File: config.mk
export PLATFORM = sky130hd
export DESIGN_NAME = lst_timing_regs
export DESIGN_NICKNAME = d
export VERILOG_FILES = /design/src/include/lst_pkg.sv /design/src/core/lst_char_div.sv /design/src/core/lst_window.sv /design/src/core/lst_timing_regs.sv
export SDC_FILE = /design/constraint.sdc
export NUM_CORES = 1
export LEC_CHECK = 0
export ABC_AREA = 1
export BUFFER_PORTS_ARGS = -buffer_cell sky130_fd_sc_hd__buf_4
export CAP_MARGIN = 20
export CORE_ASPECT_RATIO = 0.75
export CORE_MARGIN = 4
export CORE_UTILIZATION = 45
export CTS_CLUSTER_SIZE = 24
export DETAILED_ROUTE_END_ITERATION = 7
export PLACE_DENSITY = 0.62
export SYNTH_ARGS = -nofsm -noshare
export SYNTH_HDL_FRONTEND = slang
export SYNTH_SLANG_ARGS = --single-unit
File: constraint.sdc
create_clock -name clock_i -period 5.19 [get_ports clock_i]
set_input_delay 0.519 -clock clock_i [delete_from_list [all_inputs] [get_ports clock_i]]
set_output_delay 0.519 -clock clock_i [all_outputs]
set_load 0.01 [all_outputs]
File: src/include/lst_pkg.sv
// lst_pkg: constants shared by the lcd sync timing block
package lst_pkg;
  localparam int unsigned LST_CHAR_PIX = 8;
  localparam int unsigned LST_ADDR_W   = 12;
  localparam int unsigned LST_IDX_W    = 10;
  // register indices; byte address is four times the index
  localparam logic [9:0] LST_IDX_CTRL    = 10'h030;
  localparam logic [9:0] LST_IDX_HDISP   = 10'h032;
  localparam logic [9:0] LST_IDX_HBLANK  = 10'h034;
  localparam logic [9:0] LST_IDX_LSTART  = 10'h035;
  localparam logic [9:0] LST_IDX_LWIDTH  = 10'h036;
  localparam logic [9:0] LST_IDX_VH_LO   = 10'h038;
  localparam logic [9:0] LST_IDX_VH_HI   = 10'h039;
  localparam logic [9:0] LST_IDX_VBLANK  = 10'h03a;
  localparam logic [9:0] LST_IDX_FSTART  = 10'h03b;
  localparam logic [9:0] LST_IDX_FWIDTH  = 10'h03c;
  localparam logic [9:0] LST_IDX_IRQ_ST  = 10'h0f0;
  localparam logic [9:0] LST_IDX_IRQ_EN  = 10'h0f1;
  localparam logic [9:0] LST_IDX_IRQ_CLR = 10'h0f2;
  // field positions
  localparam int unsigned LST_CTRL_RUN     = 0;
  localparam int unsigned LST_CTRL_PASSIVE = 1;
  localparam int unsigned LST_POL_BIT      = 7;
  localparam int unsigned LST_VSTAT_BIT    = 7;
  localparam int unsigned LST_IRQ_VB       = 0;
  localparam int unsigned LST_IRQ_FRAME    = 1;
  // reset values
  localparam logic [6:0] LST_RST_HDISP  = 7'h4f;
  localparam logic [4:0] LST_RST_HBLANK = 5'h03;
  localparam logic [4:0] LST_RST_LSTART = 5'h00;
  localparam logic [3:0] LST_RST_LWIDTH = 4'h0;
  localparam logic [9:0] LST_RST_VH     = 10'h0ef;
  localparam logic [5:0] LST_RST_VBLANK = 6'h03;
  localparam logic [5:0] LST_RST_FSTART = 6'h00;
  localparam logic [2:0] LST_RST_FWIDTH = 3'h0;
endpackage

File: src/core/lst_char_div.sv
// lst_char_div: pixel-group enable divider
`timescale 1ns/1ps
`default_nettype none

module lst_char_div
  import lst_pkg::*;
#(
  parameter int unsigned DIV = LST_CHAR_PIX
) (
  input  wire logic clock_i,
  input  wire logic resetn_i,
  input  wire logic run_i,
  output logic      tick_o
);
  localparam int unsigned CW = (DIV > 2) ? $clog2(DIV) : 1;

  if (DIV < 2 || DIV > 256) begin : g_chk
    $error("lst_char_div: DIV out of range");
  end

  typedef struct packed {
    logic [CW-1:0] cnt;
    logic          tick;
  } lst_div_t;

  lst_div_t s;
  lst_div_t next_s;

  always_comb begin
    next_s      = s;
    next_s.tick = 1'b0;
    if (!run_i) begin
      next_s.cnt = '0;
    end else if (s.cnt == CW'(DIV - 1)) begin
      next_s.cnt  = '0;
      next_s.tick = 1'b1;
    end else begin
      next_s.cnt = CW'(s.cnt + 1'b1);
    end
  end

  always_ff @(posedge clock_i or negedge resetn_i) begin
    if (!resetn_i) begin
      s <= '0;
    end else begin
      s <= next_s;
    end
  end

  assign tick_o = s.tick;
endmodule

`default_nettype wire

File: src/core/lst_window.sv
// lst_window: tells whether a count lies in [first, first+len)
`timescale 1ns/1ps
`default_nettype none

module lst_window #(
  parameter int unsigned W = 8
) (
  input  wire logic [W-1:0] count_i,
  input  wire logic [W-1:0] first_i,
  input  wire logic [W-1:0] len_i,
  output logic              inside_o
);
  if (W < 2) begin : g_chk
    $error("lst_window: W too small");
  end

  logic [W:0] last;

  // one extra bit so first+len cannot wrap back into range
  assign last     = {1'b0, first_i} + {1'b0, len_i};
  assign inside_o = (count_i >= first_i) && ({1'b0, count_i} < last);
endmodule

`default_nettype wire

File: src/core/lst_timing_regs.sv
// lst_timing_regs: apb registers and line/frame sync generator
//
// The APB interface to the registers is this design's own decision.
`timescale 1ns/1ps
`default_nettype none

module lst_timing_regs
  import lst_pkg::*;
#(
  parameter int unsigned CHAR_PIX = LST_CHAR_PIX
) (
  input  wire logic                  clock_i,
  input  wire logic                  resetn_i,
  input  wire logic                  psel_i,
  input  wire logic                  penable_i,
  input  wire logic                  pwrite_i,
  input  wire logic [LST_ADDR_W-1:0] paddr_i,
  input  wire logic [31:0]           pwdata_i,
  output logic      [31:0]           prdata_o,
  output logic                       pready_o,
  output logic                       pslverr_o,
  output logic                       line_sync_out_o,
  output logic                       frame_sync_out_o,
  output logic                       irq_o
);
  if (CHAR_PIX < 2 || CHAR_PIX > 16) begin : g_chk
    $error("lst_timing_regs: CHAR_PIX out of range");
  end

  // ---------------------------------------------------------------
  // state
  // ---------------------------------------------------------------
  typedef struct packed {
    logic        run;
    logic        passive;
    logic [6:0]  hdisp;
    logic [4:0]  hblank;
    logic [4:0]  lstart;
    logic [3:0]  lwidth;
    logic        lpol;
    logic [9:0]  vheight;
    logic [5:0]  vblank;
    logic [5:0]  fstart;
    logic [2:0]  fwidth;
    logic        fpol;
    logic [1:0]  ien;
    logic [1:0]  ist;
    logic [7:0]  hcnt;
    logic [10:0] vcnt;
    logic        in_vblank;
    logic        line_sync;
    logic        frame_sync;
    logic        irq;
    logic [31:0] rdata;
    logic        ready;
    logic        slverr;
  } lst_state_t;

  lst_state_t s;
  lst_state_t next_s;

  logic [LST_IDX_W-1:0] idx;
  logic                 hit;
  logic [31:0]          rd_word;
  logic                 wr_fire;
  logic [1:0]           clr;
  logic [1:0]           ev;
  logic                 char_tick;
  logic                 line_end;
  logic [7:0]           htotal;
  logic [10:0]          vtotal;
  logic [7:0]           l_first;
  logic [7:0]           l_len;
  logic [10:0]          f_first;
  logic [10:0]          f_len;
  logic                 l_in;
  logic                 f_in;
  logic                 l_lvl;
  logic                 f_lvl;

  // ---------------------------------------------------------------
  // timing arithmetic
  // ---------------------------------------------------------------
  assign htotal  = 8'(s.hdisp) + 8'(s.hblank) + 8'h01;
  assign vtotal  = 11'(s.vheight) + 11'(s.vblank) + 11'h001;
  // line sync opens (start+1) groups into horizontal blank
  assign l_first = 8'(s.hdisp) + 8'(s.lstart) + 8'h02;
  assign l_len   = 8'(s.lwidth) + 8'h01;
  assign f_first = 11'(s.vheight) + 11'(s.fstart) + 11'h002;
  assign f_len   = 11'(s.fwidth) + 11'h001;
  // active level: passive panels see the opposite sense
  assign l_lvl   = s.lpol ^ s.passive;
  assign f_lvl   = s.fpol ^ s.passive;
  assign line_end = char_tick && (s.hcnt == htotal);

  lst_char_div #(
    .DIV (CHAR_PIX)
  ) u_div (
    .clock_i  (clock_i),
    .resetn_i (resetn_i),
    .run_i    (s.run),
    .tick_o   (char_tick)
  );

  lst_window #(
    .W (8)
  ) u_lwin (
    .count_i  (s.hcnt),
    .first_i  (l_first),
    .len_i    (l_len),
    .inside_o (l_in)
  );

  lst_window #(
    .W (11)
  ) u_fwin (
    .count_i  (s.vcnt),
    .first_i  (f_first),
    .len_i    (f_len),
    .inside_o (f_in)
  );

  // ---------------------------------------------------------------
  // register decode
  // ---------------------------------------------------------------
  assign idx     = paddr_i[LST_ADDR_W-1:2];
  assign wr_fire = psel_i && penable_i && s.ready && pwrite_i && hit;
  assign clr     = (wr_fire && idx == LST_IDX_IRQ_CLR) ? pwdata_i[1:0] : 2'h0;

  always_comb begin
    hit     = 1'b1;
    rd_word = 32'h0;
    case (idx)
      LST_IDX_CTRL:    rd_word = 32'({s.passive, s.run});
      LST_IDX_HDISP:   rd_word = 32'(s.hdisp);
      LST_IDX_HBLANK:  rd_word = 32'(s.hblank);
      LST_IDX_LSTART:  rd_word = 32'(s.lstart);
      LST_IDX_LWIDTH:  rd_word = 32'({s.lpol, 3'h0, s.lwidth});
      LST_IDX_VH_LO:   rd_word = 32'(s.vheight[7:0]);
      LST_IDX_VH_HI:   rd_word = 32'(s.vheight[9:8]);
      LST_IDX_VBLANK:  rd_word = 32'({s.in_vblank, 1'b0, s.vblank});
      LST_IDX_FSTART:  rd_word = 32'(s.fstart);
      LST_IDX_FWIDTH:  rd_word = 32'({s.fpol, 4'h0, s.fwidth});
      LST_IDX_IRQ_ST:  rd_word = 32'(s.ist);
      LST_IDX_IRQ_EN:  rd_word = 32'(s.ien);
      LST_IDX_IRQ_CLR: rd_word = 32'h0;
      default:         hit = 1'b0;
    endcase
    // a misaligned access must not leak the neighbouring register
    if (paddr_i[1:0] != 2'h0) begin
      hit     = 1'b0;
      rd_word = 32'h0;
    end
  end

  // ---------------------------------------------------------------
  // next state
  // ---------------------------------------------------------------
  always_comb begin
    next_s        = s;
    next_s.ready  = 1'b0;
    next_s.slverr = 1'b0;
    ev            = 2'h0;
    // answer one cycle into the access phase
    if (psel_i && penable_i && !s.ready) begin
      next_s.ready  = 1'b1;
      next_s.slverr = !hit;
      next_s.rdata  = rd_word;
    end
    if (wr_fire) begin
      case (idx)
        LST_IDX_CTRL: begin
          next_s.run     = pwdata_i[LST_CTRL_RUN];
          next_s.passive = pwdata_i[LST_CTRL_PASSIVE];
        end
        LST_IDX_HDISP:  next_s.hdisp = pwdata_i[6:0];
        LST_IDX_HBLANK: next_s.hblank = pwdata_i[4:0];
        LST_IDX_LSTART: next_s.lstart = pwdata_i[4:0];
        LST_IDX_LWIDTH: begin
          next_s.lwidth = pwdata_i[3:0];
          next_s.lpol   = pwdata_i[LST_POL_BIT];
        end
        LST_IDX_VH_LO:  next_s.vheight[7:0] = pwdata_i[7:0];
        LST_IDX_VH_HI:  next_s.vheight[9:8] = pwdata_i[1:0];
        LST_IDX_VBLANK: next_s.vblank = pwdata_i[5:0];
        LST_IDX_FSTART: next_s.fstart = pwdata_i[5:0];
        LST_IDX_FWIDTH: begin
          next_s.fwidth = pwdata_i[2:0];
          next_s.fpol   = pwdata_i[LST_POL_BIT];
        end
        LST_IDX_IRQ_EN: next_s.ien = pwdata_i[1:0];
        default: ;
      endcase
    end
    // raster counters: group count per line, line count per frame
    if (!s.run) begin
      next_s.hcnt = 8'h00;
      next_s.vcnt = 11'h000;
    end else if (char_tick) begin
      next_s.hcnt = line_end ? 8'h00 : 8'(s.hcnt + 8'h01);
      if (line_end) begin
        ev[LST_IRQ_VB]    = (s.vcnt == 11'(s.vheight));
        ev[LST_IRQ_FRAME] = (s.vcnt == vtotal);
        next_s.vcnt = (s.vcnt == vtotal) ? 11'h000 : 11'(s.vcnt + 11'h001);
      end
    end
    next_s.in_vblank  = (next_s.vcnt > 11'(s.vheight));
    // idle panel sits at the inactive level
    next_s.line_sync  = (s.run && l_in) ? l_lvl : !l_lvl;
    next_s.frame_sync = (s.run && f_in) ? f_lvl : !f_lvl;
    // a new event beats a clear in the same cycle
    next_s.ist = (s.ist & ~clr) | ev;
    next_s.irq = |(next_s.ist & next_s.ien);
  end

  always_ff @(posedge clock_i or negedge resetn_i) begin
    if (!resetn_i) begin
      s         <= '0;
      s.hdisp   <= LST_RST_HDISP;
      s.hblank  <= LST_RST_HBLANK;
      s.lstart  <= LST_RST_LSTART;
      s.lwidth  <= LST_RST_LWIDTH;
      s.vheight <= LST_RST_VH;
      s.vblank  <= LST_RST_VBLANK;
      s.fstart  <= LST_RST_FSTART;
      s.fwidth  <= LST_RST_FWIDTH;
      s.line_sync  <= 1'b1;
      s.frame_sync <= 1'b1;
    end else begin
      s <= next_s;
    end
  end

  assign prdata_o         = s.rdata;
  assign pready_o         = s.ready;
  assign pslverr_o        = s.slverr;
  assign line_sync_out_o  = s.line_sync;
  assign frame_sync_out_o = s.frame_sync;
  assign irq_o            = s.irq;

  // ---------------------------------------------------------------
  // checks
  // ---------------------------------------------------------------
  // checks other than the two idle-level checks hold only after two frame ends with no register write
  logic [1:0]  settled;
  logic [8:0]  lw_cnt;
  logic [11:0] pc_cnt;
  logic [10:0] ln_cnt;
  logic [3:0]  fl_cnt;
  logic        l_act;
  logic        f_act;

  assign l_act = (line_sync_out_o == l_lvl);
  assign f_act = (frame_sync_out_o == f_lvl);

  always_ff @(posedge clock_i or negedge resetn_i) begin
    if (!resetn_i) begin
      settled <= 2'h0;
      lw_cnt  <= 9'h000;
      pc_cnt  <= 12'h000;
      ln_cnt  <= 11'h000;
      fl_cnt  <= 4'h0;
    end else begin
      if (wr_fire) begin
        settled <= 2'h0;
      end else if (ev[LST_IRQ_FRAME] && settled != 2'h2) begin
        settled <= 2'(settled + 2'h1);
      end
      lw_cnt <= l_act ? 9'(lw_cnt + 9'h001) : 9'h000;
      pc_cnt <= line_end ? 12'h000 : 12'(pc_cnt + 12'h001);
      if (line_end) begin
        ln_cnt <= (next_s.in_vblank != s.in_vblank) ? 11'h000 : 11'(ln_cnt + 11'h001);
      end
      if (!f_act) begin
        fl_cnt <= 4'h0;
      end else if (line_end) begin
        fl_cnt <= 4'(fl_cnt + 4'h1);
      end
    end
  end
endmodule

`default_nettype wire

==> results of run 1 <==
## critical path: cells and delay by family (launching register included)
family / cells / cell delay (ps)
adders and majority gates: 5 / 1540
and+or+nand+nor: 13 / 940
DFF: 1 / 600
AOI/OAI and AO/OA: 2 / 440
xor gates and xnor gates: 2 / 290
buffers and inverters: 4 / 290
## layout make-up
type | instances | area [um^2]
Fill cell | 1760 | 8900
Clock inverter | 6 | 90.1
Inverter | 162 | 608
Sequential cell | 91 | 2300
Multi-Input combinational cell | 844 | 4880
Clock buffer | 10 | 229
Timing Repair Buffer | 39 | 293
Tap cell | 242 | 303
## layer usage
metal,wire length [um],global-route usage
met5,0,0
met3,1410,0.0437
met4,226,0.0380
met1,11600,0.355
met2,9050,0.330
## cell usage after synthesis (8+ instances only)
cell type / count / area, um^2
dfrtp_1: 73 / 1830
o21ai_2: 8 / 70.1
o21ai_1: 8 / 40.0
xor2_1: 24 / 210
o21ai_0: 65 / 325
nor2_1: 88 / 330
xnor2_1: 17 / 149
ha_1: 90 / 1130
nand2_1: 294 / 1100
nand2_2: 11 / 68.8
nand4_1: 22 / 138
inv_1: 157 / 589
nand3_1: 74 / 370
dfstp_2: 18 / 473
a21oi_1: 40 / 200
nor3_1: 12 / 60.1
o22ai_1: 8 / 50.1
buf_4: 33 / 248
## sequential cells by signal, indices dropped and copies added (netlist names)
| register | flops |
|---|---|
| irq_o | 1 |
| prdata_o | 8 |
| frame_sync_out_o | 1 |
| pslverr_o | 1 |
| line_sync_out_o | 1 |
| s | 74 |
| pready_o | 1 |
| u_div.s | 3 |
| u_div.tick_o | 1 |
## logic make-up (layout without fill, tap and decap cells)
kind of cell               Yosys count  after routing  synth area share
DFF                                 91             91             0.286
buffers and inverters              210            217             0.119
adders and majority gates           96             96             0.155
AOI/OAI and AO/OA                  160            160             0.116
xor gates and xnor gates            41             41            0.0446
and+or+nand+nor                    523            523             0.280
other                                1             24          0.000466
## placed cells by master, fill, tap and decap left out, types with 9 or more instances in the layout
cell type,netlist,final
a21oi_1,40,40
buf_4,33,39
clkbuf_16,0,9
conb_1,1,24
dfrtp_1,73,73
dfstp_2,18,18
ha_1,90,90
inv_1,157,157
nand2_1,294,294
nand2_2,11,11
nand3_1,74,74
nand4_1,22,22
nor2_1,88,88
nor3_1,12,12
o21ai_0,65,65
xnor2_1,17,17
xor2_1,24,24
## report_power, final
| part | total (mW) | internal, mW | switching (mW) |
|---|---|---|---|
| registers | 0.711 | 0.710 | 0.000568 |
| logic | 0.0712 | 0.0183 | 0.0528 |
| clock network | 0.723 | 0.424 | 0.299 |
| total | 1.50 | 1.15 | 0.352 |
## final timing paths
kind	startpoint	end	slack, ps	cells after the start
worst max-delay path	s[78]	frame_sync_out_o	1010	26
worst min-delay path	resetn_i	irq_o	190	1
worst max register to register	s[78]	frame_sync_out_o	1010	26
worst min register to register	u_div.s[1]	u_div.s[1]	450	1
max in group asynchronous	resetn_i	line_sync_out_o	3980	2
min in group clock_i	pwdata_i[6]	s[83]	440	3
## metrics by stage
stage	hold WS [ps]	cells	setup WS, ps	utilization	area [um^2]
finish	194	1394	1010	0.494	8700
global route	240	1394	619	0.494	8700
CTS	212	1394	998	0.494	8700
detailed placement	441	1378	1030	0.476	8380
global placement	437	1378	1010	0.476	8380
floorplan	223	1145	1400	-	8130
==> impl_metrics.env, run 1 <==
export IMPL_synth_edf_count=0
export IMPL_grt_max_degree=53
export IMPL_path_clk_slew_ps=70
export IMPL_dieArea_um2=20100
export IMPL_die_w_um=162
export IMPL_tritoncts="done"
export IMPL_drt_iter0_drc=606
export IMPL_min_path_type="in2async"
export IMPL_setup_viol=0
export IMPL_grt_overflow_total=0
export IMPL_syn_cell_area_um2=8050
export IMPL_numCtsBuffers=9
export IMPL_ys_seq_area_frac=0.286
export IMPL_grt_pass1_wl_um=35700
export IMPL_critPathMaxStageDelay_ps=600
export IMPL_cts_buffer_depth=2
export IMPL_cts_resized=0
export IMPL_powerDensity_nw_per_um2=173
export IMPL_cts_htree_levels=3
export IMPL_fp_row_count=42
export IMPL_cellLeakagePower_nw=4.50
export IMPL_synth_cells=1122
export IMPL_ys_async_sr_fraction=1.00
export IMPL_numClockSinks=91
export IMPL_grt_total_usage=0.228
export IMPL_avgSynthCellArea_um2=7.17
export IMPL_tns_ps=0
export IMPL_initial_core_util=0.457
export IMPL_period_share=0.806
export IMPL_arrival_ps=4460
export IMPL_finalCriticalPeriod_ps=4180
export IMPL_vias_per_cell=5.16
export IMPL_synth_warnings=0
export IMPL_synth_cell_types=47
export IMPL_antenna_cells=0
export IMPL_antenna_found_initial=0
export IMPL_post_cts_buffers=0
export IMPL_end_kind="flip-flop"
export IMPL_slew_headroom=0.488
export IMPL_startpoint_type="flip-flop"
export IMPL_io_buffers=37
export IMPL_power_mw=1.50
export IMPL_cp_required_ps=5470
export IMPL_io_pin_count=86
export IMPL_slowest_stage="dfstp_2"
export IMPL_drc=0
export IMPL_worst_pin_slew_ps=767
export IMPL_fp_dieH_um=124
export IMPL_place_congestion=0.913
export IMPL_vias=7189
export IMPL_status="complete, no violations"
export IMPL_cap_violations=0
export IMPL_drive_gt1_frac=0.0955
export IMPL_coreArea_um2=17600
export IMPL_crit_top_cell="nand2_1"
export IMPL_peakVddDrop_uv=178
export IMPL_final_hold_violation_count=0
export IMPL_ant_nets=0
export IMPL_yosys_most_used_dff="dfrtp_1"
export IMPL_crit_type="reg2reg"
export IMPL_place_hpwl_um=17700
export IMPL_ys_ff_latch=91
export IMPL_finalNetCount=1292
export IMPL_post_drt_wl_per_cell_um=16.0
export IMPL_worstPathMaxFanout=6
export IMPL_firstDrtPassIters=6
export IMPL_syn2layout_area_growth_pct=8.12
export IMPL_cts_root_buf="clkbuf_16"
export IMPL_timing_fmax_mhz=239
export IMPL_first_global_vias=6562
export IMPL_clk_latency_ps=350
export IMPL_maxSlewViolCount=0
export IMPL_hold_buffers=0
export IMPL_routed_wl_um=22300
export IMPL_rsz0062_at_grt="no"
export IMPL_finalClockSkew_ps=9.81
Power figures use the tool's default switching activity.
==> inputs of run 2 (changes only) <==
- clock period: 5.19 -> 4.2 ns (I/O delays scaled with it)
==> run 2 against run 1 <==
Critical path depth unchanged. Sequential share of layout area fell by 0.54 points. Via count barely moved. Highest routed layer unchanged. Critical path type unchanged. Largest power group is now registers. Sequential power grew 23%. Worst setup slack got worse by 810 ps.
==> impl_metrics.env, run 2 (synthesis results as in run 1) <==
export IMPL_io_pin_count=86
export IMPL_tritoncts="done"
export IMPL_numClockSinks=91
export IMPL_worst_pin_slew_ps=839
export IMPL_multi_input_area_um2=4970
export IMPL_critPathTopFamily="adder cells"
export IMPL_ant_nets=0
export IMPL_vias_per_cell=5.11
export IMPL_final_common_cell="nand2_1"
export IMPL_tns_ps=0
export IMPL_most_common_layout_cells="nand2_1, inv_1, nor2_1"
export IMPL_post_drt_wl_per_cell_um=15.5
export IMPL_critPathBufInv=4
export IMPL_place_hpwl_um=17600
export IMPL_die_w_um=162
export IMPL_finalClockSkew_ps=11.3
export IMPL_peakVddDrop_uv=232
export IMPL_grt_pass1_wl_um=35400
export IMPL_clk_latency_ps=360
export IMPL_cts_htree_levels=3
export IMPL_n_fill_cell=1780
export IMPL_finalCriticalPeriod_ps=4000
export IMPL_routed_wl_um=21800
export IMPL_cts_buffer_depth=2
export IMPL_grt_max_degree=64
export IMPL_whs_ps=141
export IMPL_drive_gt1_frac=0.123
export IMPL_slew_headroom=0.441
export IMPL_syn2layout_area_growth_pct=10.4
export IMPL_antenna_cells=0
export IMPL_initial_core_util=0.457
export IMPL_fp_row_count=42
export IMPL_dieArea_um2=20100
export IMPL_io_buffers=37
export IMPL_crit_type="reg2reg"
export IMPL_crit_top_cell="nand2_1"
export IMPL_min_path_type="in2async"
export IMPL_dp_cells=1382
export IMPL_timing_fmax_mhz=250
export IMPL_end_kind="flip-flop"
export IMPL_power_mw=1.78
export IMPL_rsz0062_at_grt="yes"
export IMPL_fp_dieH_um=124
export IMPL_cts_root_buf="clkbuf_16"
export IMPL_drc=0
export IMPL_largest_reg_flops=74
export IMPL_status="complete, no violations"
export IMPL_largest_register="s"
export IMPL_grt_overflow_total=0
export IMPL_grt_total_usage=0.224
export IMPL_antenna_found_initial=0
export IMPL_maxSlewViolCount=0
export IMPL_numCtsBuffers=9
export IMPL_cp_required_ps=4490
export IMPL_firstDrtPassIters=5
export IMPL_place_congestion=0.921
export IMPL_period_share=0.953
export IMPL_powerDensity_nw_per_um2=201
export IMPL_coreArea_um2=17600
export IMPL_startpoint_type="flip-flop"
export IMPL_slowest_stage="fa_1"
export IMPL_drt_iter0_drc=466
export IMPL_cap_violations=0
export IMPL_cellLeakagePower_nw=4.57
export IMPL_final_hold_violation_count=0
export IMPL_setup_viol=0
export IMPL_layout_cells_non_filler=1409
export IMPL_worstPathMaxFanout=3
export IMPL_path_clk_slew_ps=70
export IMPL_arrival_ps=4300
export IMPL_critPathMaxStageDelay_ps=590
export IMPL_vias=7195
export IMPL_first_global_vias=6711
export IMPL_seq_area_um2=2300
export IMPL_finalNetCount=1307
## run 2: final cells by class
cell class,count,share of cell area
multi-input cells,844,0.559
flip-flops and latches,91,0.259
inverters,162,0.0687
repair buffers,54,0.0456
well taps,242,0.0341
clock buffers,9,0.0254
clock inverters,7,0.00803
## run 2: per-layer routing
metal,wire length (um),GRT usage,share of wire
met3,1490,0.0433,0.068
met2,8840,0.327,0.41
met5,0,0,0
met4,284,0.0497,0.013
met1,11200,0.342,0.51
## run 2: path summary, 6_finish.rpt
kind | from | endpoint | slack, ps | cells after the start
max | s[78] | frame_sync_out_o | 200 | 26
min reg2reg | u_div.s[1] | u_div.s[1] | 450 | 1
max reg2reg | s[78] | frame_sync_out_o | 200 | 26
max in group asynchronous | resetn_i | s[104] | 3160 | 2
min | resetn_i | s[65] | 140 | 1
min in group clock_i | pwdata_i[6] | s[83] | 340 | 3
## run 2: report_power, final
group,internal (mW),total (mW),switching [mW]
registers,0.878,0.878,0.000644
clock network,0.419,0.816,0.397
logic,0.0226,0.0875,0.0649
total,1.32,1.78,0.463
## run 2: metrics by stage
stage	area, um^2	worst slack [ps]	utilization
2_1_floorplan	8130	413	-
3_3_place_gp	8410	154	0.478
3_5_place_dp	8410	153	0.478
4_1_cts	8710	127	0.495
5_1_grt	8880	-38.2	0.505
6_report	8880	195	0.505
## run 2: what timing repair did
item | 4_1_cts | 5_1_grt
buffers inserted | 0 | 11
setup endpoints to repair | 0 | 3
resized for setup | 0 | 19
hold buffers | 0 | 0
